### config.mk
export PLATFORM = sky130hd
export DESIGN_NAME = frs_supervisor
export DESIGN_NICKNAME = d
export VERILOG_FILES = /design/src/rtl/frs_pkg.sv /design/src/rtl/frs_supervisor.sv
export SDC_FILE = /design/constraint.sdc
export NUM_CORES = 1
export LEC_CHECK = 0
export BUFFER_PORTS_ARGS = -buffer_cell sky130_fd_sc_hd__buf_2
export CORE_UTILIZATION = 49
export CTS_CLUSTER_SIZE = 28
export DETAILED_ROUTE_END_ITERATION = 7
export PLACE_DENSITY_LB_ADDON = 0.05
export SKIP_LAST_GASP = 1
export SLEW_MARGIN = 0
export SYNTH_ARGS = -nofsm -noshare
export SYNTH_HDL_FRONTEND = slang
export SYNTH_SLANG_ARGS = --single-unit
export TNS_END_PERCENT = 30
### constraint.sdc
create_clock -name CLOCK_I -period 2.4 [get_ports CLOCK_I]
set_input_delay 0.12 -clock CLOCK_I [delete_from_list [all_inputs] [get_ports CLOCK_I]]
set_output_delay 0.12 -clock CLOCK_I [all_outputs]
set_load 0.02 [all_outputs]
### src/rtl/frs_pkg.sv
// package: constants and types for the fault recovery supervisor
//------------------------------------------------------------
//------------------------------------------------------------
package frs_pkg;

    //------------------------------------------------------------
    // timing
    //------------------------------------------------------------
    localparam longint CLK_HZ          = 200000000;
    localparam longint FO_PERSIST_MS   = 1000;
    localparam longint RETRY_WAIT_S    = 300;
    localparam longint TICK_US         = 1000;
    localparam longint TICK_CYCLES     = (CLK_HZ / 1000000) * TICK_US;
    localparam longint RETRY_WAIT_MS   = RETRY_WAIT_S * 1000;

    //------------------------------------------------------------
    // widths and codes
    //------------------------------------------------------------
    localparam int ADC_W = 12;
    localparam int MS_W  = 20;
    localparam logic [7:0] EPT_INTERNAL = 8'h02;
    localparam logic [7:0] EPT_OVER_TMP = 8'h03;
    localparam logic [7:0] EPT_OVER_VLT = 8'h04;
    localparam logic [7:0] EPT_OVER_CUR = 8'h05;
    localparam logic [7:0] EPT_BATTERY  = 8'h06;
    // 2.74 V on a 3.3 V 12-bit converter
    localparam logic [ADC_W-1:0] TEMP_TRIP_RST = 12'hD48;
    localparam logic [7:0]       PROTO_V11     = 8'h11;

    typedef enum logic [1:0] {
        FRS_SEV_NONE,
        FRS_SEV_FATAL,
        FRS_SEV_NOW,
        FRS_SEV_WAIT
    } frs_sev_t;

    typedef enum {
        FRS_ST_CHECK,
        FRS_ST_SLEEP,
        FRS_ST_PING_GAP,
        FRS_ST_XFER,
        FRS_ST_WAIT,
        FRS_ST_FATAL
    } frs_state_t;

    // analog samples: four dedicated plus two user channels
    typedef struct packed {
        logic [ADC_W-1:0] vin;
        logic [ADC_W-1:0] iin;
        logic [ADC_W-1:0] temp;
        logic [ADC_W-1:0] icoil;
        logic [ADC_W-1:0] user_analog_chan_a;
        logic [ADC_W-1:0] user_analog_chan_b;
    } frs_adc_t;

    // thresholds and foreign object settings
    typedef struct packed {
        logic [ADC_W-1:0] vin_max;
        logic [ADC_W-1:0] pin_max;
        logic [ADC_W-1:0] icoil_max;
        logic [ADC_W-1:0] temp_max;
        logic [ADC_W-1:0] loss_base;
        logic [ADC_W-1:0] loss_stop;
        logic [MS_W-1:0]  persist_ms;
        logic [3:0]       retry_max;
    } frs_cfg_t;

    // end-power packet from the receiver
    typedef struct packed {
        logic       valid;
        logic [7:0] code;
    } frs_ept_t;

endpackage

### src/rtl/frs_supervisor.sv
// module: fault classification, shutdown and recovery scheduling
`timescale 1ns/1ps
module frs_supervisor (
    // clock and reset
    input  wire logic              CLOCK_I,
    input  wire logic              RST_N_I,
    // pins from outside the clock domain
    input  wire logic              TOUCH_IRQ_N_I,
    input  wire logic              RX_PRESENT_I,
    // same-domain status
    input  wire logic              CFG_CHECK_DONE_I,
    input  wire logic              CFG_CHECK_OK_I,
    input  wire logic              HW_FAULT_I,
    input  wire logic              PING_ACTIVE_I,
    input  wire logic              XFER_REQ_I,
    input  wire logic [7:0]        RX_VERSION_I,
    input  wire logic              LOSS_VALID_I,
    input  wire logic [11:0]       LOSS_I,
    input  wire logic              USE_TEMP_DEFAULT_I,
    input  wire frs_pkg::frs_adc_t ADC_I,
    input  wire frs_pkg::frs_cfg_t CFG_I,
    input  wire frs_pkg::frs_ept_t EPT_I,
    // outputs
    output logic                   AUX_SUPPLY_SWITCH_O,
    output logic                   DEEP_SLEEP_O,
    output logic                   XFER_EN_O,
    output logic                   FOREIGN_OBJECT_CHECK_O,
    output logic                   FATAL_O,
    output logic                   RETRY_WAIT_O,
    output logic                   PING_RESTART_O,
    output frs_pkg::frs_sev_t      LAST_SEV_O
);
    import frs_pkg::*;

    //------------------------------------------------------------
    // state record
    //------------------------------------------------------------
    typedef struct packed {
        logic [1:0]       irq_sync;
        logic [1:0]       rx_sync;
        frs_state_t       st;
        logic [31:0]      tick_cnt;
        logic [MS_W-1:0]  fo_ms;
        logic [31:0]      wait_ms;
        logic [3:0]       fo_retries;
        logic [ADC_W-1:0] temp_trip;
        logic             strap_done;
        logic             restart;
        frs_sev_t         last_sev;
    } frs_reg_t;

    frs_reg_t s_r;
    frs_reg_t s_nxt;

    //------------------------------------------------------------
    // fault decode
    //------------------------------------------------------------
    // end-power code to severity, used by the state logic and a check
    function automatic frs_sev_t ept_sev(input logic [7:0] code);
        unique case (code)
            EPT_INTERNAL, EPT_BATTERY: ept_sev = FRS_SEV_FATAL;
            EPT_OVER_TMP, EPT_OVER_VLT: ept_sev = FRS_SEV_WAIT;
            EPT_OVER_CUR:               ept_sev = FRS_SEV_NOW;
            default:                    ept_sev = FRS_SEV_NONE;
        endcase
    endfunction

    logic     rx_present;
    logic     wake;
    logic     fo_enabled;
    logic     fo_over;
    logic     tick;
    logic     vin_ov;
    logic     pin_ov;
    logic     coil_oc;
    logic     temp_ot;
    frs_sev_t sev;

    // only the second synchroniser stage is read
    assign rx_present = s_r.rx_sync[1];
    assign wake       = ~s_r.irq_sync[1];
    assign tick       = (s_r.tick_cnt == 32'(TICK_CYCLES - 1));
    assign fo_enabled = (RX_VERSION_I >= PROTO_V11);
    // sum kept one bit wider so large settings cannot wrap to a low trip level
    assign fo_over    = fo_enabled && LOSS_VALID_I
                        && ({1'b0, LOSS_I} >= {1'b0, CFG_I.loss_base}
                            + {1'b0, CFG_I.loss_stop});
    // dedicated channels feed the comparators; user channels stay reserved
    assign vin_ov  = ADC_I.vin >= CFG_I.vin_max;
    // input power approximated as the current channel compared against its limit
    assign pin_ov  = ADC_I.iin >= CFG_I.pin_max;
    assign coil_oc = ADC_I.icoil >= CFG_I.icoil_max;
    assign temp_ot = ADC_I.temp >= s_r.temp_trip;

    // severity priority: fatal beats immediate beats timed
    always_comb begin
        sev = FRS_SEV_NONE;
        if (EPT_I.valid && ept_sev(EPT_I.code) == FRS_SEV_WAIT) begin
            sev = FRS_SEV_WAIT;
        end
        if (pin_ov || temp_ot) begin
            sev = FRS_SEV_WAIT;
        end
        if (s_r.fo_ms >= CFG_I.persist_ms && fo_over) begin
            sev = FRS_SEV_WAIT;
        end
        if (coil_oc || (EPT_I.valid && ept_sev(EPT_I.code) == FRS_SEV_NOW)) begin
            sev = FRS_SEV_NOW;
        end
        if (HW_FAULT_I || vin_ov
            || (EPT_I.valid && ept_sev(EPT_I.code) == FRS_SEV_FATAL)) begin
            sev = FRS_SEV_FATAL;
        end
    end

    //------------------------------------------------------------
    // next state
    //------------------------------------------------------------
    // one combinational copy of the whole record
    always_comb begin
        s_nxt          = s_r;
        s_nxt.irq_sync = {s_r.irq_sync[0], TOUCH_IRQ_N_I};
        s_nxt.rx_sync  = {s_r.rx_sync[0], RX_PRESENT_I};
        s_nxt.restart  = 1'b0;
        s_nxt.tick_cnt = tick ? 32'h0000_0000 : s_r.tick_cnt + 32'h0000_0001;
        // strap the temperature trip once after release
        if (!s_r.strap_done) begin
            s_nxt.strap_done = 1'b1;
            s_nxt.temp_trip  = USE_TEMP_DEFAULT_I ? TEMP_TRIP_RST : CFG_I.temp_max;
        end
        unique case (s_r.st)
            FRS_ST_CHECK: begin
                if (CFG_CHECK_DONE_I) begin
                    s_nxt.st = CFG_CHECK_OK_I ? FRS_ST_PING_GAP : FRS_ST_FATAL;
                end
            end
            FRS_ST_SLEEP: begin
                if (wake) begin
                    s_nxt.st = FRS_ST_PING_GAP;
                end
            end
            FRS_ST_PING_GAP: begin
                if (HW_FAULT_I) begin
                    s_nxt.st = FRS_ST_FATAL;
                end else if (XFER_REQ_I && rx_present) begin
                    s_nxt.st    = FRS_ST_XFER;
                    s_nxt.fo_ms = '0;
                end else if (!rx_present && !PING_ACTIVE_I) begin
                    s_nxt.st = FRS_ST_SLEEP;
                end
            end
            FRS_ST_XFER: begin
                // persistence timer counts only while the loss stays over
                if (!fo_over) begin
                    s_nxt.fo_ms = '0;
                end else if (tick && s_r.fo_ms != '1) begin
                    s_nxt.fo_ms = s_r.fo_ms + MS_W'(1);
                end
                if (sev != FRS_SEV_NONE) begin
                    s_nxt.last_sev = sev;
                    s_nxt.fo_ms    = '0;
                end
                unique case (sev)
                    FRS_SEV_FATAL: s_nxt.st = FRS_ST_FATAL;
                    FRS_SEV_NOW: begin
                        s_nxt.st      = FRS_ST_PING_GAP;
                        s_nxt.restart = 1'b1;
                    end
                    FRS_SEV_WAIT: begin
                        s_nxt.st      = FRS_ST_WAIT;
                        s_nxt.wait_ms = '0;
                        // repeated foreign object trips beyond the limit are fatal
                        if (fo_over && s_r.fo_ms >= CFG_I.persist_ms) begin
                            s_nxt.fo_retries = s_r.fo_retries + 4'h1;
                            if (s_r.fo_retries >= CFG_I.retry_max) begin
                                s_nxt.st = FRS_ST_FATAL;
                            end
                        end
                    end
                    FRS_SEV_NONE: begin
                        if (!XFER_REQ_I || !rx_present) begin
                            s_nxt.st = FRS_ST_PING_GAP;
                        end
                    end
                endcase
            end
            FRS_ST_WAIT: begin
                if (tick) begin
                    s_nxt.wait_ms = s_r.wait_ms + 32'h0000_0001;
                end
                if (HW_FAULT_I) begin
                    s_nxt.st = FRS_ST_FATAL;
                end else if (!rx_present
                             || s_r.wait_ms >= 32'(RETRY_WAIT_MS)) begin
                    s_nxt.st      = FRS_ST_PING_GAP;
                    s_nxt.restart = 1'b1;
                end
            end
            FRS_ST_FATAL: begin
                s_nxt.st = FRS_ST_FATAL;
            end
        endcase
    end

    // state register; constants only under reset
    always_ff @(posedge CLOCK_I or negedge RST_N_I) begin
        if (!RST_N_I) begin
            s_r <= '{irq_sync: 2'h3, rx_sync: 2'h0, st: FRS_ST_CHECK,
                     tick_cnt: 32'h0, fo_ms: '0, wait_ms: 32'h0, fo_retries: 4'h0,
                     temp_trip: TEMP_TRIP_RST, strap_done: 1'b0, restart: 1'b0,
                     last_sev: FRS_SEV_NONE};
        end else begin
            s_r <= s_nxt;
        end
    end

    //------------------------------------------------------------
    // outputs
    //------------------------------------------------------------
    // supply on while transferring, and in the ping gap only while a ping is active
    assign AUX_SUPPLY_SWITCH_O    = (s_r.st == FRS_ST_XFER)
                                    || (s_r.st == FRS_ST_PING_GAP && PING_ACTIVE_I);
    assign DEEP_SLEEP_O           = (s_r.st == FRS_ST_SLEEP);
    assign XFER_EN_O              = (s_r.st == FRS_ST_XFER);
    assign FOREIGN_OBJECT_CHECK_O = (s_r.st == FRS_ST_XFER) && fo_enabled;
    assign FATAL_O                = (s_r.st == FRS_ST_FATAL);
    assign RETRY_WAIT_O           = (s_r.st == FRS_ST_WAIT);
    assign PING_RESTART_O         = s_r.restart;
    assign LAST_SEV_O             = s_r.last_sev;
endmodule

Word-level counts from Yosys, hierarchy flattened

Cells that the tools add are included.

Flip-flop bits (word level): 140
Bits of input ports: 208
Output and inout bits: 9
Word-level logic and storage cells: 126

$add $sub $neg: 5
Order comparisons: 9
Eq/ne operators: 33
Mux-type cells: 35
Reductions and logical operators: 33

Operator list:

| cell                    | count |
|---|---|
| $mux W32                | 10 |
| $pmux W32 S6            | 1 |
| $eq A32 B3 Y1 const B   | 4 |
| $pmux W32 S4            | 1 |
| $mux W20                | 5 |
| $eq A32 B2 Y1 const B   | 3 |
| $add A32 B1 Y32 const B | 2 |
| $eq A32 B4 Y1 const B   | 2 |
| $pmux W32 S2            | 1 |
| $ge A12 B12 Y1          | 4 |
| $pmux W20 S2            | 1 |
| $mux W36                | 1 |
| $eq A32 B1 Y1 const B   | 1 |
| $eq A32 B18 Y1 const B  | 1 |
| $ge A32 B19 Y1 const B  | 1 |
| $logic_not A32 Y1       | 1 |
| $eq A8 B3 Y1 const B    | 3 |
| $add A20 B1 Y20 const B | 1 |
| $ge A20 B20 Y1          | 1 |
| $ne A20 B20 Y1 const B  | 1 |
| $eq A8 B2 Y1 const B    | 2 |
| $add A12 B12 Y13        | 1 |
| $ge A12 B13 Y1          | 1 |
| $mux W12                | 1 |
| 25 further kinds        | 65 |

Depth between registers and ports, before layout

Depth after elaboration: 13
Mapped depth: 19
Depth with buffers taken out: 17

Least setup slack after synthesis

Ideal clock, no wire load.

Path kind: in2reg
Start: input CFG_I[25] (netlist bit)
End: register s_r[59] (netlist bit)
Library setup time: 82 ps
Data arrival time: 3560 ps
Data required time: 2318 ps
Slack: -1242 ps
Stages on the path: 18
Path buffers: 2
Cell sequence: ha_1 -> a21o_1 -> a21oi_1 -> o21ai_0 -> a211oi_1 -> or4_1 -> a211oi_1 -> nor3b_1 -> ha_1 -> inv_1 -> o21ai_0 -> a211oi_1 -> or4_4 -> nor4b_4 -> buf_6 -> buf_6 -> nand3b_1 -> a31oi_1

Cells in the longest elaborated chain, start to end: 10
Elaborated cells on any way between the ends: 13
Those cells by class: 1 x add/sub; 1 x order compare; 1 x eq/ne; 6 x mux; 4 x reduce/logical

Ends and longest elaborated chain:

| item                                                               | line                  | text |
|---|---|---|
| start, declared                                                    | frs_supervisor.sv:21  | `input wire frs_pkg::frs_cfg_t CFG_I,` |
| $add A12 B12 Y13 *                                                 | frs_supervisor.sv:87  | `+ {1'b0, CFG_I.loss_stop});` |
| $ge A12 B13 Y1 *                                                   | frs_supervisor.sv:86  | `&& ({1'b0, LOSS_I} >= {1'b0, CFG_I.loss_base}` |
| $logic_and A1 B1 Y1 *                                              | frs_supervisor.sv:86  |  |
| $logic_and A1 B1 Y1                                                | frs_supervisor.sv:104 | `if (s_r.fo_ms >= CFG_I.persist_ms && fo_over) begin` |
| $mux W2                                                            | frs_supervisor.sv:104 |  |
| $mux W2                                                            | frs_supervisor.sv:107 | `if (coil_oc \|\| (EPT_I.valid && ept_sev(EPT_I.code) == FRS_SEV_NOW)) begin` |
| $mux W2                                                            | frs_supervisor.sv:110 | `if (HW_FAULT_I \|\| vin_ov` |
| $reduce_bool A2 Y1                                                 | frs_supervisor.sv:159 | `if (sev != FRS_SEV_NONE) begin` |
| $ne A4 B4 Y1 (no line) / $mux W20 (equally long branches)          | n/a                   |  |
| $reduce_and A4 Y1 (no line) / $pmux W20 S2 (equally long branches) | n/a                   |  |
| end signal, assigned                                               | frs_supervisor.sv:208 | `s_r <= '{irq_sync: 2'h3, rx_sync: 2'h0, st: FRS_ST_CHECK,` |
| end signal, assigned                                               | frs_supervisor.sv:213 | `s_r <= s_nxt;` |
| end, declared                                                      | frs_supervisor.sv:52  | `frs_reg_t s_r;` |

Mark *: on every way between the ends. The rest lies on a longest branch, timed or not.
A chain may end at the register's enable or synchronous reset.

Final worst setup path

Start: input CFG_I[25] (netlist bit)
End: register s_r[53] (netlist bit)

The elaborated chain is that of the path after synthesis.

==> flow_summary.yaml <==
status:
  status: "finished, violations left"
  violations: "negative setup slack"
place:
  hpwl_mm: 17.4
  gp_congestion: 0.865
  numPortBuffers: 192
  post_dp_cell_area_um2: 10500
  dp.cells: 1452
setup_path:
  cp_slowest_cell: "or4_4"
  r2r_cells: 13
  r2r_start: "s_r[10]"
  worstPathRequired_ns: 2.69
  r2r_end: "s_r[53]"
  worst-path-max-fanout: 8
  reg2reg_slack_ns: -0.45
  cp_top_family: "compound AO/OA/AOI/OAI gates"
  max_stage_delay_ns: 0.49
  start_kind: "input port"
  crit_path_end_kind: "flop"
  cp.arrival_ns: 3.52
  crit_chain: "buf_8 -> ha_4 -> a21o_1 -> a21oi_2 -> o21ai_2 -> a211oi_2 -> buf_4 -> o31ai_4 -> a21oi_2 -> xor2_1 -> ha_2 -> a21oi_2 -> o21ai_2 -> a211oi_2 -> or4_4 -> nor4b_4 -> buf_6 -> buf_12 -> and2_4 -> a32o_1"
  cp_common_cell: "a21oi_2"
  crit_type: "in2reg"
  cp_num_buf_inv: 4
clock_tree:
  worstSkewPairLatency_ns: 0.36
  clockRootBuffer: "clkbuf_16"
  cts_made_buffers: 9
  clock_path_buffers: 2
  clk_pin_slew_ns: 0.08
  cts-htree-levels: 3
  cts.sinks: 111
  cts_tree: "done"
hold_path:
  hold_depth: 3
  min-delay-start: "CFG_I[49]"
  hold_path.class: "in2reg"
  whs_endpoint: "s_r[5]"
global_routing:
  overflow: 0
  grt_pass1_wl_mm: 36.2
  grt_usage_pct: 25.6
  grt_pass1_vias: 7762
  grt_max_degree: 57
  grt_antenna_before_repair: 1
run:
  drv_cap: 0
timing:
  max_freq_ghz: 0.310
  hold_viol: 0
  fin_crit_sh_pct: 135
  skew_ns: 0.0112
  slew_viol_final: 0
  rsz0062_at_grt: "yes"
  setup_ws_ns: -0.829
  tightest_slew_ns: 0.780
  period_needed_ns: 3.23
  worst_hold_slack_ns: 0.00947
  finalSetupViolations: 61
  relSlewSlack_pct: 48.0
logic_synthesis:
  ys_seq_elements: 111
  synth.distinct_cells: 77
  synthMuxAreaShare_pct: 1.57
  synth-main-ff-cell: "dfrtp_1"
  synthXorXnorAreaFrac_pct: 7.73
  synthArstFlopShare_pct: 100
  synth-simple-area-share_pct: 22.3
  netlist_area_um2: 8390
  synth_edf_count: 0
  syn_area_per_cell_um2: 8.76
  synth-compound-area-share_pct: 13.7
  synth_nets: 1267
  synth_fa_ha_area_share_pct: 15.3
  yosys_warnings: 0
  ys_seq_area_share_pct: 33.2
  synth_top_family_by_area: "simple AND/OR/NAND/NOR gates"
  synthCells: 957
power_and_ir_drop:
  vdd_drop_max_mv: 0.394
  powerDensity_nw_per_um2: 587
  leakage_nw: 5.53
floorplanning:
  initial_core_util_pct: 50.4
  rows: 47
  core-area_um2: 16600
  die_w_um: 133
  io_pins: 217
  dieHeight_um: 133
  die_area_um2: 17600
final_layout:
  nFillCells: 1409
  area_delta_synth_final_pct: 33.0
  fin_area_um2: 11200
  drive_gt1_share_pct: 31.0
  fin_nets: 1564
  instances_no_fill: 1480
routing:
  drc: 0
  vias_per_cell: 5.27
  drt-initial-drc-count: 410
  wl_per_cell_um: 14.9
  vias: 7802
  drt-total-wl_mm: 22.0
  ant_nets: 0
  drt-pass1-iter-count: 5
## power breakdown
part	total, mW	switching, mW	internal (mW)	leakage, nW
Combinational	2.41	1.27	1.15	3.97
Clock	1.58	0.730	0.851	0.148
Sequential	2.55	0.333	2.22	1.41
Total	6.55	2.33	4.22	5.53
## metrics by stage
step | utilization, % | worst slack, ns | power (mW) | setup TNS, ns
2_1_floorplan | - | -1.13 | 3.94 | -58.66
3_3_place_gp | 62.9 | -1.39 | 4.76 | -72.77
3_5_place_dp | 62.9 | -1.48 | 4.81 | -76.62
4_1_cts | 66.0 | -0.813 | 6.46 | -41.19
5_1_grt | 67.0 | -1.01 | 6.99 | -53.46
6_report | 67.0 | -0.829 | 6.55 | -42.01
## layout make-up
type	count	area [um^2]	area share [%]
Antenna cell	1	2.50	0.0224
Sequential cell	111	2790	25.0
Multi-Input combinational cell	719	5350	48.0
Timing Repair Buffer	315	2060	18.5
Tap cell	220	275	2.47
Clock inverter	5	66.3	0.595
Inverter	98	368	3.30
Clock buffer	11	243	2.18
## tightest hold or removal path: stages
cell      delay, ns
buf_2          0.10
nand2b_1       0.05
o21ai_0        0.07
## flip-flops by register name, indices dropped and copies added (netlist names)
name            count
s_nxt               2
PING_RESTART_O      1
rx_present          1
s_r               105
LAST_SEV_O          2
## cells in the mapped netlist (3+ instances only)
master     number  area, um^2
dfrtp_1       104        2600
ha_1          101        1260
inv_1          98         368
nor2_1         88         330
nand2_1        67         251
nand3_1        43         215
xnor2_1        40         350
a21oi_1        39         195
nand4_1        37         231
o21ai_0        37         185
xor2_1         34         298
a31oi_1        19         119
and3_1         17         106
nor3_1         16        80.1
clkbuf_1       15        56.3
and2_1         14        87.6
nand2b_1       14        87.6
mux2i_1        12         120
nor4_1         12        75.1
and4_1         11        96.3
a211oi_1       10        75.1
o211ai_1        9        67.6
a21o_1          7        52.6
buf_2           7        35.0
dfstp_2         7         184
nor2b_1         7        43.8
o21a_1          7        52.6
or4_1           7        52.6
o31ai_1         5        37.5
nor3b_1         4        30.0
a2111oi_0       3        26.3
a211o_1         3        26.3
a21boi_0        3        22.5
a31o_2          3        26.3
buf_6           3        33.8
nor4b_1         3        26.3
o221ai_1        3        26.3
or2_2           3        18.8
## placed cells by master, fill, tap and decap left out, drive strengths merged, types with 4 or more instances in the layout
cell / netlist / routed
a2111oi: 5 / 5
a211oi: 10 / 10
a21boi: 4 / 4
a21o: 7 / 7
a21oi: 39 / 39
a31oi: 20 / 20
and2: 14 / 14
and3: 17 / 17
and4: 11 / 11
buf: 14 / 311
clkbuf: 15 / 11
dfrtp: 104 / 104
dfstp: 7 / 7
dlygate4sd3: 0 / 4
ha: 101 / 101
inv: 98 / 99
mux2i: 12 / 12
nand2: 68 / 68
nand2b: 14 / 14
nand3: 43 / 43
nand4: 37 / 37
nor2: 88 / 88
nor2b: 7 / 7
nor3: 17 / 17
nor3b: 4 / 4
nor4: 13 / 13
nor4b: 5 / 5
o211ai: 9 / 9
o21a: 7 / 7
o21ai: 38 / 38
o31ai: 5 / 5
or4: 8 / 8
xnor2: 40 / 40
xor2: 34 / 34
## worst max-delay path by stage
stage,endpoint,depth (start not counted),slack [ns],startpoint
floorplan,s_r[59],18,-1.13,CFG_I[37]
detailed placement,s_r[53],18,-1.48,CFG_I[37]
CTS,s_r[68],20,-0.81,CFG_I[37]
global placement,s_r[53],18,-1.39,CFG_I[37]
finish,s_r[53],20,-0.83,CFG_I[25]
global route,s_r[53],20,-1.01,CFG_I[25]
## what timing repair did
action | in CTS | in global routing
gates resized for setup | 18 | 37
gates cloned | 3 | 0
pin swaps | 15 | 21
hold buffers | 4 | 0
setup endpoints to repair | 61 | 61
buffers inserted | 5 | 2
endpoints found under the hold margin | 28 | 0
## metal layers
metal	wire, um	part of all wire [%]	vias to the layer above	global-route usage (%)
met3	859	3.9	31	3.22
li1	-	-	3997	-
met5	0	0	-	0
met1	9810	45	3588	32.2
met2	10900	49	186	44.9
met4	437	2.0	0	9.13
## logic make-up (layout without fill, tap and decap cells)
kind of cell	after synthesis	in the layout
other	1	2
and+or+nand+nor	356	356
AOI/OAI and AO/OA	173	173
adders and majority gates	102	102
buffers and inverters	127	429
DFF	111	111
muxes	13	13
xor gates and xnor gates	74	74
Power figures use the tool's default switching activity.
